[config.mk]
export PLATFORM = sky130hd
export DESIGN_NAME = tcp_timer
export DESIGN_NICKNAME = d
export VERILOG_FILES = /design/src/hdl/tcp_pkg.sv /design/src/hdl/tcp_timer.sv
export SDC_FILE = /design/constraint.sdc
export NUM_CORES = 1
export LEC_CHECK = 0
export ABC_AREA = 1
export BUFFER_PORTS_ARGS = -buffer_cell sky130_fd_sc_hd__buf_2
export CORE_MARGIN = 4
export CORE_UTILIZATION = 60
export CTS_CLUSTER_SIZE = 28
export DETAILED_ROUTE_END_ITERATION = 8
export PLACE_DENSITY = 0.8
export SYNTH_ARGS = -nofsm -noshare
export SYNTH_HDL_FRONTEND = slang
export SYNTH_SLANG_ARGS = --single-unit
[constraint.sdc]
create_clock -name clk_i -period 4 [get_ports clk_i]
set_input_delay 0.2 -clock clk_i [delete_from_list [all_inputs] [get_ports clk_i]]
set_output_delay 0.2 -clock clk_i [all_outputs]
set_load 0.005 [all_outputs]
[src/hdl/tcp_pkg.sv]
// Constants and types shared by the timer capture/compare/PWM block.
package tcp_pkg;
   localparam int          NCH      = 4;
   localparam int          CW       = 16;
   localparam int          AW       = 8;
   localparam logic [7:0]  A_SC     = 8'h00;
   localparam logic [7:0]  A_CNT    = 8'h04;
   localparam logic [7:0]  A_MOD    = 8'h08;
   localparam logic [7:0]  A_CHSC   = 8'h10;
   localparam logic [7:0]  A_CHV    = 8'h30;
   localparam int          B_OVF    = 7;
   localparam int          B_CAS    = 5;
   localparam int          B_CKS    = 3;
   localparam int          B_PS     = 0;
   localparam int          B_FLAG   = 7;
   localparam int          B_MS     = 4;
   localparam int          B_EL     = 2;
   localparam logic [1:0]  CKS_OFF  = 2'h0;
   localparam logic [1:0]  CKS_BUS  = 2'h1;
   localparam logic [1:0]  CKS_FIX  = 2'h2;
   localparam logic [1:0]  CKS_EXT  = 2'h3;
   localparam logic [1:0]  EL_NONE  = 2'h0;
   localparam logic [1:0]  EL_TOG   = 2'h1;
   localparam logic [1:0]  EL_CLR   = 2'h2;
   localparam logic [1:0]  EL_SET   = 2'h3;
   localparam logic [15:0] CNT_RST  = 16'h0000;
   localparam logic [15:0] CNT_FULL = 16'hFFFF;
   localparam logic [31:0] RD_NONE  = 32'h00000000;
   typedef enum logic [2:0] {
      FN_OFF  = 3'h0,
      FN_CAP  = 3'h1,
      FN_OC   = 3'h3,
      FN_EDGE_ALIGNED_PWM = 3'h2,
      FN_CENTER_ALIGNED_PWM = 3'h6
   } tcp_fn_e;
endpackage

[src/hdl/tcp_timer.sv]
// Timer with capture, compare, edge and center PWM channels, APB slave.
//
// Decided for this implementation: the register offsets and register access over APB.
`timescale 1ns/100ps
module tcp_timer
(
   // Clock and reset.
   input  wire logic                    clk_i,
   input  wire logic                    rst_b_i,
   // APB slave.
   input  wire logic                    psel_i,
   input  wire logic                    penable_i,
   input  wire logic                    pwrite_i,
   input  wire logic [tcp_pkg::AW-1:0]  paddr_i,
   input  wire logic [31:0]             pwdata_i,
   output logic      [31:0]             prdata_o,
   output logic                         pready_o,
   output logic                         pslverr_o,
   // Count sources.
   input  wire logic                    fixed_tick_i,
   input  wire logic                    external_count_clock_i,
   // Channel pins and port override.
   input  wire logic [tcp_pkg::NCH-1:0] channel_pin_i,
   output logic      [tcp_pkg::NCH-1:0] channel_pin_o,
   output logic      [tcp_pkg::NCH-1:0] channel_pin_oe_o,
   output logic      [tcp_pkg::NCH-1:0] channel_claim_o
);

   localparam int N = tcp_pkg::NCH;

   logic             overflow_flag;
   logic             center_aligned_select;
   logic [1:0]       clock_select;
   logic [2:0]       prescale;
   logic [15:0]      modulo;
   logic [15:0]      counter_value;
   logic             cnt_dn, step_dn, cnt_upd;
   logic [6:0]       pre;
   logic [2:0]       ext_s;
   logic [1:0]       ch_ms [N];
   logic [1:0]       ch_el [N];
   logic [15:0]      ch_val [N];
   logic [N-1:0]     ch_flag, cs1, cs2, cs3;
   tcp_pkg::tcp_fn_e fn [N];
   logic [N-1:0]     match, cap_edge, sw_tmr, rel_v;
   logic             setup, wr, ext_rise, src_tick, cnt_tick, cnt_wr;
   logic [15:0]      top;
   logic             wrap_up, turn, ovf_evt, rd_hit;
   logic [31:0]      rd_data;

   // Decodes one channel's function from the shared and per-channel bits.
   function automatic tcp_pkg::tcp_fn_e ch_fn(input logic cas,
      input logic [1:0] cks, input logic [1:0] ms, input logic [1:0] el);
      if (el == tcp_pkg::EL_NONE || cks == tcp_pkg::CKS_OFF)
         return tcp_pkg::FN_OFF;
      else if (cas)
         return tcp_pkg::FN_CENTER_ALIGNED_PWM;
      else if (ms[1])
         return tcp_pkg::FN_EDGE_ALIGNED_PWM;
      else if (ms[0])
         return tcp_pkg::FN_OC;
      else
         return tcp_pkg::FN_CAP;
   endfunction

   // Mask of prescaler bits that must all be set to pass a tick.
   function automatic logic [6:0] ps_mask(input logic [2:0] ps);
      return 7'((8'h01 << ps) - 8'h01);
   endfunction

   function automatic logic is_ch(input logic [7:0] a, input logic [7:0] b);
      return a >= b && a < 8'(b + 8'(4 * N)) && a[1:0] == 2'h0;
   endfunction

   // Channel index of a word address inside a per-channel register bank.
   function automatic int ch_ix(input logic [7:0] a, input logic [7:0] b);
      return int'(8'(a - b) >> 2);
   endfunction

   assign setup  = psel_i & ~penable_i;
   assign wr     = psel_i & penable_i & pready_o & pwrite_i;
   assign cnt_wr = wr && paddr_i == tcp_pkg::A_CNT;

   // The external clock is sampled twice before its edge is detected.
   always_ff @(posedge clk_i or negedge rst_b_i)
   begin
      if (!rst_b_i)
         ext_s <= 3'h0;
      else
         ext_s <= {ext_s[1:0], external_count_clock_i};
   end
   assign ext_rise = ext_s[1] & ~ext_s[2];

   always_comb
   begin
      case (clock_select)
         tcp_pkg::CKS_BUS: src_tick = 1'b1;
         tcp_pkg::CKS_FIX: src_tick = fixed_tick_i;
         tcp_pkg::CKS_EXT: src_tick = ext_rise;
         default:          src_tick = 1'b0;
      endcase
   end

   // Sources are only enables; nothing here runs on another clock.
   assign cnt_tick = src_tick && (pre & ps_mask(prescale)) ==
                     ps_mask(prescale);

   always_ff @(posedge clk_i or negedge rst_b_i)
   begin
      if (!rst_b_i)
         pre <= 7'h00;
      else if (cnt_wr)
         pre <= 7'h00;
      else if (src_tick)
         pre <= pre + 7'h01;
   end

   assign top = (modulo == tcp_pkg::CNT_RST || modulo == tcp_pkg::CNT_FULL)
                ? tcp_pkg::CNT_FULL : modulo;
   assign wrap_up = cnt_tick && !cnt_wr && !center_aligned_select &&
                    counter_value >= top;
   assign turn    = cnt_tick && !cnt_wr && center_aligned_select &&
                    !cnt_dn && counter_value >= top;
   assign ovf_evt = wrap_up | turn;

   // Counter; reads have no side effect, only writes restart it.
   always_ff @(posedge clk_i or negedge rst_b_i)
   begin
      if (!rst_b_i)
      begin
         counter_value <= tcp_pkg::CNT_RST;
         cnt_dn        <= 1'b0;
         step_dn       <= 1'b0;
         cnt_upd       <= 1'b0;
      end
      else if (cnt_wr)
      begin
         counter_value <= tcp_pkg::CNT_RST;
         cnt_dn        <= 1'b0;
         step_dn       <= 1'b0;
         cnt_upd       <= 1'b1;
      end
      else if (cnt_tick)
      begin
         cnt_upd <= 1'b1;
         if (!center_aligned_select)
         begin
            step_dn <= 1'b0;
            cnt_dn  <= 1'b0;
            if (wrap_up)
               counter_value <= tcp_pkg::CNT_RST;
            else
               counter_value <= counter_value + 16'h0001;
         end
         else if (turn || (cnt_dn && counter_value != tcp_pkg::CNT_RST))
         begin
            cnt_dn        <= 1'b1;
            step_dn       <= 1'b1;
            counter_value <= counter_value - 16'h0001;
         end
         else
         begin
            cnt_dn        <= 1'b0;
            step_dn       <= 1'b0;
            counter_value <= counter_value + 16'h0001;
         end
      end
      else
         cnt_upd <= 1'b0;
   end

   // Status and control; a new overflow beats a clearing write.
   always_ff @(posedge clk_i or negedge rst_b_i)
   begin
      if (!rst_b_i)
      begin
         overflow_flag         <= 1'b0;
         center_aligned_select <= 1'b0;
         clock_select          <= tcp_pkg::CKS_OFF;
         prescale              <= 3'h0;
      end
      else
      begin
         if (ovf_evt)
            overflow_flag <= 1'b1;
         else if (wr && paddr_i == tcp_pkg::A_SC && !pwdata_i[tcp_pkg::B_OVF])
            overflow_flag <= 1'b0;
         if (wr && paddr_i == tcp_pkg::A_SC)
         begin
            center_aligned_select <= pwdata_i[tcp_pkg::B_CAS];
            clock_select <= pwdata_i[tcp_pkg::B_CKS +: 2];
            prescale     <= pwdata_i[tcp_pkg::B_PS +: 3];
         end
      end
   end

   always_ff @(posedge clk_i or negedge rst_b_i)
   begin
      if (!rst_b_i)
         modulo <= tcp_pkg::CNT_RST;
      else if (wr && paddr_i == tcp_pkg::A_MOD)
         modulo <= pwdata_i[15:0];
   end

   // Per-channel decode, compare match and synchronised capture edges.
   always_comb
   begin
      for (int i = 0; i < N; i++)
      begin
         fn[i] = ch_fn(center_aligned_select, clock_select, ch_ms[i],
                       ch_el[i]);
         match[i] = cnt_upd && counter_value == ch_val[i];
         sw_tmr[i] = !center_aligned_select && ch_ms[i] == 2'h1 &&
                     ch_el[i] == tcp_pkg::EL_NONE &&
                     clock_select != tcp_pkg::CKS_OFF;
         rel_v[i] = ch_el[i] == tcp_pkg::EL_NONE ||
                    clock_select == tcp_pkg::CKS_OFF;
         cap_edge[i] = fn[i] == tcp_pkg::FN_CAP &&
                       ((ch_el[i][0] && cs2[i] && !cs3[i]) ||
                        (ch_el[i][1] && !cs2[i] && cs3[i]));
      end
   end

   always_ff @(posedge clk_i or negedge rst_b_i)
   begin
      if (!rst_b_i)
         {cs3, cs2, cs1} <= '0;
      else
         {cs3, cs2, cs1} <= {cs2, cs1, channel_pin_i};
   end

   always_ff @(posedge clk_i or negedge rst_b_i)
   begin
      if (!rst_b_i)
         for (int i = 0; i < N; i++)
         begin
            ch_ms[i] <= 2'h0;
            ch_el[i] <= tcp_pkg::EL_NONE;
         end
      else
         for (int i = 0; i < N; i++)
            if (wr && paddr_i == 8'(tcp_pkg::A_CHSC + 8'(4 * i)))
            begin
               ch_ms[i] <= pwdata_i[tcp_pkg::B_MS +: 2];
               ch_el[i] <= pwdata_i[tcp_pkg::B_EL +: 2];
            end
   end

   // Channel values and flags; hardware events beat software writes.
   always_ff @(posedge clk_i or negedge rst_b_i)
   begin
      if (!rst_b_i)
      begin
         ch_flag <= '0;
         for (int i = 0; i < N; i++)
            ch_val[i] <= tcp_pkg::CNT_RST;
      end
      else
         for (int i = 0; i < N; i++)
         begin
            if (cap_edge[i])
               ch_val[i] <= counter_value;
            else if (wr && paddr_i == 8'(tcp_pkg::A_CHV + 8'(4 * i)))
               ch_val[i] <= pwdata_i[15:0];
            if (cap_edge[i] || (match[i] && (sw_tmr[i] ||
                (fn[i] != tcp_pkg::FN_OFF && fn[i] != tcp_pkg::FN_CAP))))
               ch_flag[i] <= 1'b1;
            else if (wr && paddr_i == 8'(tcp_pkg::A_CHSC + 8'(4 * i)) &&
                     !pwdata_i[tcp_pkg::B_FLAG])
               ch_flag[i] <= 1'b0;
         end
   end

   // Pins: while the port owns a pin its level is tracked, so a compare
   // mode that later claims it starts from the level already there.
   always_ff @(posedge clk_i or negedge rst_b_i)
   begin
      if (!rst_b_i)
      begin
         channel_pin_o    <= '0;
         channel_pin_oe_o <= '0;
         channel_claim_o  <= '0;
      end
      else
         for (int i = 0; i < N; i++)
         begin
            channel_claim_o[i]  <= fn[i] != tcp_pkg::FN_OFF;
            channel_pin_oe_o[i] <= fn[i] != tcp_pkg::FN_OFF &&
                                   fn[i] != tcp_pkg::FN_CAP;
            case (fn[i])
               tcp_pkg::FN_OC:
                  if (match[i])
                     case (ch_el[i])
                        tcp_pkg::EL_TOG: channel_pin_o[i] <= !channel_pin_o[i];
                        tcp_pkg::EL_CLR: channel_pin_o[i] <= 1'b0;
                        default:         channel_pin_o[i] <= 1'b1;
                     endcase
               tcp_pkg::FN_EDGE_ALIGNED_PWM:
                  if (match[i])
                     channel_pin_o[i] <= ch_el[i][0];
                  else if (cnt_upd && counter_value == tcp_pkg::CNT_RST)
                     channel_pin_o[i] <= !ch_el[i][0];
               tcp_pkg::FN_CENTER_ALIGNED_PWM:
                  if (match[i])
                     channel_pin_o[i] <= ch_el[i][0] ^ step_dn;
               default:
                  channel_pin_o[i] <= channel_pin_i[i];
            endcase
         end
   end

   // Register read multiplexer.
   always_comb
   begin
      rd_data = tcp_pkg::RD_NONE;
      rd_hit  = 1'b1;
      if (paddr_i == tcp_pkg::A_SC)
      begin
         rd_data[tcp_pkg::B_OVF]     = overflow_flag;
         rd_data[tcp_pkg::B_CAS]     = center_aligned_select;
         rd_data[tcp_pkg::B_CKS +: 2] = clock_select;
         rd_data[tcp_pkg::B_PS +: 3]  = prescale;
      end
      else if (paddr_i == tcp_pkg::A_CNT)
         rd_data[15:0] = counter_value;
      else if (paddr_i == tcp_pkg::A_MOD)
         rd_data[15:0] = modulo;
      else if (is_ch(paddr_i, tcp_pkg::A_CHSC))
      begin
         rd_data[tcp_pkg::B_FLAG]   = ch_flag[ch_ix(paddr_i, tcp_pkg::A_CHSC)];
         rd_data[tcp_pkg::B_MS +: 2] = ch_ms[ch_ix(paddr_i, tcp_pkg::A_CHSC)];
         rd_data[tcp_pkg::B_EL +: 2] = ch_el[ch_ix(paddr_i, tcp_pkg::A_CHSC)];
      end
      else if (is_ch(paddr_i, tcp_pkg::A_CHV))
         rd_data[15:0] = ch_val[ch_ix(paddr_i, tcp_pkg::A_CHV)];
      else
         rd_hit = 1'b0;
   end

   // Every access takes exactly one access cycle.
   always_ff @(posedge clk_i or negedge rst_b_i)
   begin
      if (!rst_b_i)
      begin
         prdata_o  <= tcp_pkg::RD_NONE;
         pready_o  <= 1'b0;
         pslverr_o <= 1'b0;
      end
      else
      begin
         pready_o  <= setup;
         pslverr_o <= setup && !rd_hit;
         if (setup && !pwrite_i)
            prdata_o <= rd_data;
         else if (setup)
            prdata_o <= tcp_pkg::RD_NONE;
      end
   end
endmodule

==> results by group, run 1 <==
Status
  – Status: complete, no violations

Worst setup path
  – CP Data Required Time: ~4400 ps
  – Crit Path Class: flip-flop to flip-flop
  – R2R Path Start: modulo[12]
  – R2R Setup Slk: ~390 ps
  – R2R Path End: counter_value[7]
  – Slowest-stage cell, CP: o41ai_2
  – Critical path origin: modulo[12]
  – Critical Path, Cell by Cell: nand4_1 > o41ai_2 > buf_4 > nor2_1 > ha_1 > nand2_1 > nor3_1 > nand3_1 > nand3_1 > nand3_4 > nand2_4 > nand2_2 > nand2_1 > nand3_1 > nand2_1
  – Setup crit end kind: flip-flop
  – Startpoint Class: flip-flop
  – CP max stage delay: approximately 730 ps
  – Crit Path Max Fanout: 17
  – Worst setup path end: counter_value[7]
  – Crit path DAT: about 4000 ps
  – FF-to-FF path depth: 15

Yosys
  – Yosys top cell area share: a little over two fifths
  – Synth top area cells: dfrtp_1 42%, nand2_1 11%, o21ai_0 5.3%
  – Mapped Cells: 1383
  – Synth area leader: dfrtp_1
  – Mapped Avg Cell Area: approximately 7.6 sq um
  – Synth async-reset ratio: between 90% and 100%
  – Post-synth cell types: between 40 and 50
  – Most numerous cell in the Yosys netlist: nand2_1
  – EDFF count, synth: 0
  – Synth Flop Type: dfrtp_1
  – Synth Register Bits: around 180
  – Synth warn: 0
  – Seq/Total Area, Yosys: 41.9%
  – Top post-synthesis cells by count: 303 x nand2_1, 177 x dfrtp_1, 127 x nor2_1
  – Mapped Area: 10600 sq um

GRT
  – Antenna violations before repair: 0
  – Largest net degree at the start of global routing: between 100 and 150
  – Total grt overflow: 0
  – Wire length of the first global-routing pass: between 50000 and 60000 um
  – Tot GR Track Use: 34.9%
  – Vias in the first global route: just under 10000

Timing
  – Relative slew slack: about two fifths
  – Endpoints failing hold: 0
  – Tmin final: 3610 ps
  – Fin Setup TNS: 0 ps
  – Worst-Margin Slew: between 900 and 1000 ps
  – Final setup margin: about 390 ps
  – Final Skew: ~18 ps
  – WHS: between 20 and 25 ps
  – RSZ-0062 raised after global routing: false
  – Crit share post-route: about nine tenths
  – Final Max Slew Viols: 0
  – Setup violators final: 0
  – F_max: ~280 MHz

Placement
  – Placed cells: 1630
  – RePlAce Congestion: between 1 and 1.5
  – DP HPWL: roughly 24000 um
  – Buffers on Ports: 64
  – Pre-CTS WS: 468 ps
  – Placed cell areas: between 10000 and 15000 sq um

Route
  – Avg WL per Cell: between 20 and 25 um
  – First-pass DRT Iterations: 7
  – Routed Wire Length: roughly 34000 um
  – ANT nets after route: 0
  – Total number of vias: about 10000
  – DRC Markers: 0
  – Drt via density: roughly 6.3
  – Initial drt markers: approximately 1300

Die
  – FP Rows: 48
  – Number of I/O pins: 97
  – Die ar.: between 15000 and 20000 sq um
  – Placeable Area: roughly 17000 sq um
  – Die Ht: approximately 140 um
  – Initial Util: 61.1%
  – Die outline width: about 140 um

Final layout
  – N_diodes: 0
  – Area grow syn2layout: 9.96%
  – Final cell count without fillers: between 1500 and 2000
  – Layout Nets: between 1500 and 2000
  – Fin area: between 10000 and 15000 sq um
  – Post-route core utilization: about 67%
  – Fill count: 1482
  – Share of cells above drive strength 1: between 10 and 15%

Clocking
  – CTS sink count: between 150 and 200
  – CTS resizes: 0
  – Clock latency on the worst-skew pair: 450 ps
  – TritonCTS clock tree: built
  – Htree depth: 4
  – Clock Tree Buf Depth: 2
  – Root Driver: clkbuf_16
  – Clock Pin Slew Worst Setup and Hold Paths: around 80 ps
  – TritonCTS buffer count: 17

Pwr
  – PD cells: ~340 nW/um^2
  – Maximum vdd drop: between 0.2 and 0.3 mV
  – Lkg Pwr: roughly 5.6 nW
  – Total power: 3.93 mW

Run
  – Max-Cap Viols: 0

Worst hold path
  – Hold Path Class: primary input to flip-flop
layout by cell type, fill, tap and decap left out, types with 3 or more instances in the layout:
cell	netlist	final
a31oi_1	4	4
nor2_2	9	9
o211ai_1	6	6
or2_2	4	4
dlygate4sd3_1	0	8
nor3_1	27	27
inv_6	0	6
clkinv_1	9	9
o22ai_1	75	75
a22oi_1	8	8
inv_8	0	4
buf_2	26	63
ha_1	20	20
xor2_1	35	35
nand3_2	3	3
buf_4	20	10
nand2_2	3	3
a21oi_1	91	91
nand4_1	22	22
nor2_1	127	127
inv_2	22	22
o2111ai_1	6	6
o21ai_0	111	111
a22o_1	3	3
o2bb2ai_1	4	4
nor4_1	9	9
a32o_1	3	3
clkbuf_16	0	17
nand3b_1	4	4
conb_1	1	16
a221oi_1	16	16
nand2_1	303	303
xnor2_1	10	10
nand3_1	65	65
o21ai_1	10	10
inv_1	108	108
nor2_4	3	3
dfrtp_1	177	177
cell type report:
class	count	area (sq um)	share of cell area [%]
clock buffer	17	425	3.66
timing repair buffer	83	502	4.32
multi-input combinational	1014	5300	45.6
inverter	139	522	4.49
sequential	177	4430	38.1
clock inverter	15	166	1.43
tap	225	282	2.42
kinds of logic (layout without fill, tap and decap cells):
kind of cell | Yosys count | after routing | share of synthesized area (%)
AOI/OAI and AO/OA | 345 | 345 | 19.1
xor gates and xnor gates | 45 | 45 | 3.73
adders and majority gates | 20 | 20 | 2.37
buffers and inverters | 207 | 254 | 8.51
DFF | 177 | 177 | 41.9
muxes | 2 | 2 | 0.213
other | 1 | 16 | 0.0355
and+or+nand+nor | 586 | 586 | 24.2
routing by layer:
metal	vias up	track usage, %	share of wire [%]
li1	4779	-	-
met2	621	52.2	44
met1	4980	49.6	41
met5	-	0	0
met3	112	7.46	11
met4	0	14.3	4.2
where the power goes:
group | total [mW] | leakage (nW) | internal [mW] | switching, mW
logic | 0.337 | 3.07 | 0.0966 | 0.241
clock network | 1.73 | 0.294 | 0.894 | 0.838
registers | 1.86 | 2.25 | 1.82 | 0.0374
total | 3.93 | 5.61 | 2.81 | 1.12
worst min path at each step:
stage	slack, ps	startpoint	endpoint	depth (start not counted)
after detailed placement	240	rst_b_i	ch_val[24]	1
after global placement	230	rst_b_i	ch_val[24]	1
after global routing	40	pwdata_i[10]	ch_val[58]	3
after CTS	20	pwdata_i[10]	ch_val[58]	3
final	20	pwdata_i[10]	ch_val[58]	3
after floorplan	-100	rst_b_i	center_aligned_select	0
sequential cells by signal, summed over array words and instances, names as in the netlist, 4 cells and up:
register and flops:
ch_val 64, counter_value 16, modulo 16, prdata_o 16, ch_el 8, ch_ms 8
pre 7, ch_flag 4, channel_claim_o 4, channel_pin_o 4, channel_pin_oe_o 4, cs1 4
cs2 4, cs3 4
worst max-delay path: cells and delay by family, from the launching register on:
kind,cells,cell delay [ps]
and+or+nand+nor,12,1760
AOI/OAI and AO/OA,1,730
DFF,1,470
adders and majority gates,1,300
buffers and inverters,1,280
repair_timing:
action,in CTS,in global routing
hold buffers,8,0
setup endpoints to repair,0,0
buffers inserted,0,0
hold endpoints to repair,72,0
Note: power is estimated with default switching activity, not from simulation.
==> run 2: changes to the inputs <==
Settings changed: CORE_UTILIZATION 60 to 25, MAX_ROUTING_LAYER set to met4, PLACE_DENSITY 0.8 to 0.51.
==> results by group, run 2 (synthesis gave the netlist of run 1 again) <==
Status
  – Status: complete, no violations (unchanged)

Clocking
  – CTS sink count: 177 (unchanged)
  – TritonCTS clock tree: built (unchanged)
  – TritonCTS buffer count: 17 (unchanged)
  – Root Driver: clkbuf_16 (unchanged)
  – Clock latency on the worst-skew pair: 450 ps (about the same)
  – Htree depth: 4 (unchanged)
  – Post-CTS setup buffers: 0 (unchanged)
  – Clock Pin Slew Worst Setup and Hold Paths: 80 ps (about the same)
  – Clock Tree Buf Depth: 2 (unchanged)

GRT
  – Tot GR Track Use: 18.1% (was 34.9%)
  – Vias in the first global route: 9784 (was 9820)
  – Total grt overflow: 0 (unchanged)
  – Largest net degree at the start of global routing: 107 (was 112)
  – GR met2 Demand/Resource: 27.9% (was 52.2%)
  – Antenna violations before repair: 1 (was 0)
  – GR Util met3: 2.85% (was 7.46%)
  – Wire length of the first global-routing pass: 61000 um (was 54300 um)
  – Grt met1 use: 24.2% (was 49.6%)
  – GR peak layer: met2 (unchanged)

Worst setup path
  – CP Data Required Time: 4390 ps (was 4380 ps)
  – CP max stage delay: 480 ps (was 730 ps)
  – Critical Path, Cell by Cell: nor4_1 > nand4_1 > o41ai_4 > buf_4 > nor2_1 > ha_1 > nand2_1 > nor3_1 > nand3_1 > nand3_1 > nand3_4 > nand2_4 > nand2_2 > nand2_1 > nand3_1 > nand2_1 (was nand4_1 > o41ai_2 > buf_4 > nor2_1 > ha_1 > nand2_1 > nor3_1 > nand3_1 > nand3_1 > nand3_4 > nand2_4 > nand2_2 > nand2_1 > nand3_1 > nand2_1)
  – Crit Path Class: flip-flop to flip-flop (unchanged)
  – R2R Path End: counter_value[15] (was counter_value[7])
  – Crit path DAT: 3990 ps (was 4000 ps)
  – Slowest-stage cell, CP: nor4_1 (was o41ai_2)
  – FF-to-FF path depth: 16 (was 15)
  – Setup crit end kind: flip-flop (unchanged)
  – Startpoint Class: flip-flop (unchanged)
  – R2R Setup Slk: 390 ps (about the same)
  – Crit Path Max Fanout: 17 (unchanged)
  – R2R Path Start: modulo[0] (was modulo[12])

Route
  – Routed Wire Length: 40500 um (was 34000 um)
  – Total number of vias: 10200 (was 10500)
  – Initial drt markers: 944 (was 1318)
  – ANT nets after route: 0 (unchanged)
  – Drt via density: 5.12 (was 6.28)
  – First-pass DRT Iterations: 6 (was 7)
  – DRC Markers: 0 (unchanged)
  – Avg WL per Cell: 20.3 um (was 20.4 um)

Die
  – Initial Util: 25.3% (was 61.1%)
  – FP Rows: 75 (was 48)
  – Placeable Area: 41900 sq um (was 17300 sq um)
  – Die ar.: 45700 sq um (was 19800 sq um)
  – Number of I/O pins: 97 (unchanged)
  – Die Ht: 214 um (was 141 um)
  – Die outline width: 214 um (was 141 um)

Timing
  – F_max: 277 MHz (about the same)
  – Endpoints failing hold: 0 (unchanged)
  – Tmin final: 3610 ps (about the same)
  – Worst-Margin Slew: 898 ps (was 926 ps)
  – RSZ-0062 raised after global routing: false (unchanged)
  – Setup violators final: 0 (unchanged)
  – Relative slew slack: 40.0% (was 38.0%)
  – Fin Setup TNS: 0 ps (unchanged)
  – Final Max Slew Viols: 0 (unchanged)
  – Final Skew: 10.7 ps (was 17.8 ps)
  – WHS: 26.1 ps (was 24.0 ps)
  – Crit share post-route: 90.2% (was 90.3%)

Pwr
  – PD cells: 328 nW/um^2 (was 338 nW/um^2)
  – Clock share of power: 44.6% (was 44.1%)
  – Maximum vdd drop: 0.300 mV (was 0.289 mV)
  – Net switching fraction of the power: 27.9% (was 28.4%)
  – Lkg Pwr: 5.66 nW (was 5.61 nW)
  – Flop pwr share: 47.0% (was 47.3%)
  – Psw: 1.11 mW (was 1.12 mW)
  – Combinational power share: 8.4% (was 8.6%)
  – Internal power: 2.86 mW (was 2.81 mW)

Final layout
  – Layout Nets: 1513 (was 1503)
  – Most flop-heavy register: ch_val (unchanged)
  – Most common cell after layout, fill and taps aside: nand2_1 (unchanged)
  – Post-route core utilization: 28.9% (was 67.2%)
  – Area grow syn2layout: 14.6% (was 9.96%)
  – Fill count: 4476 (was 1482)
  – Fin area: 12100 sq um (was 11600 sq um)
  – Share of cells above drive strength 1: 11.6% (was 11.0%)
  – Commonest cells after routing, fill and taps aside: 303 x nand2_1, 177 x dfrtp_1, 127 x nor2_1, 111 x o21ai_0, 108 x inv_1 (unchanged)
  – Final cell count without fillers: 1995 (was 1670)
  – Largest register FFs: 64 (unchanged)

Placement
  – Placed cell areas: 11400 sq um (was 11000 sq um)
  – Buffers on Ports: 64 (unchanged)
  – RePlAce Congestion: 0.968 (was 1.01)
  – Placed cells: 1954 (was 1630)
  – DP HPWL: 29600 um (was 24300 um)

Worst hold path
  – Hold path startpoint: pwdata_i[12] (was pwdata_i[10])
  – Hold Path Class: primary input to flip-flop (unchanged)
  – Min-Delay Path Depth: 3 (unchanged)
  – Min-Delay Endpoint: ch_val[60] (was ch_val[58])

Run
  – Max-Cap Viols: 0 (unchanged)
[run 2: worst max-delay path by stage]
stage              start                 to  slack, ps  depth (start not counted)
6_report       modulo[0]  counter_value[15]        390                         16
5_1_grt        modulo[0]   counter_value[9]         60                         16
4_1_cts        modulo[2]  counter_value[15]        300                         15
3_5_place_dp   modulo[2]  counter_value[11]        330                         15
3_3_place_gp   modulo[2]   counter_value[7]        410                         15
2_1_floorplan  modulo[7]  counter_value[10]       1090                         15
[run 2: layout make-up]
class	instances	area (sq um)	share of cell area, %
multi-input cells	1014	5310	43.9
inverters	139	522	4.31
flip-flops and latches	177	4430	36.6
diodes	1	2.50	0.0207
clock inverters	14	155	1.28
well taps	539	674	5.57
repair buffers	93	579	4.78
clock buffers	18	439	3.63
[run 2: stage by stage]
stage,total power [mW],setup slack [ps]
3_3_place_gp,2.23,411
2_1_floorplan,2.08,1090
3_5_place_dp,2.23,331
6_report,3.97,392
5_1_grt,4.12,59.9
4_1_cts,4.00,298
[run 2: critical path: cells and delay by family, from the launching register on]
kind | cells | cell delay, ps
adders and majority gates | 1 | 300
DFF | 1 | 430
AOI/OAI and AO/OA | 1 | 150
buffers and inverters | 1 | 250
and+or+nand+nor | 13 | 2390
[run 2: layer usage]
layer / up-vias / part of all wire, %
li1: 4800 / -
met1: 4931 / 44
met2: 394 / 46
met3: 85 / 6.4
met4: 0 / 3.5
met5: - / 0
[run 2: power groups by stage]
| stage | clock network, mW | logic (mW) | registers [mW] |
|---|---|---|---|
| 2_1_floorplan | 0 | 0.207 | 1.88 |
| 3_3_place_gp | 0 | 0.327 | 1.90 |
| 3_5_place_dp | 0 | 0.329 | 1.90 |
| 4_1_cts | 1.80 | 0.336 | 1.87 |
| 5_1_grt | 1.87 | 0.379 | 1.87 |
| 6_report | 1.77 | 0.335 | 1.87 |
[run 2: what timing repair did]
item	4_1_cts	5_1_grt
gates resized for setup	0	1
hold buffers	8	0
setup endpoints to repair	0	7
hold endpoints to repair	77	0
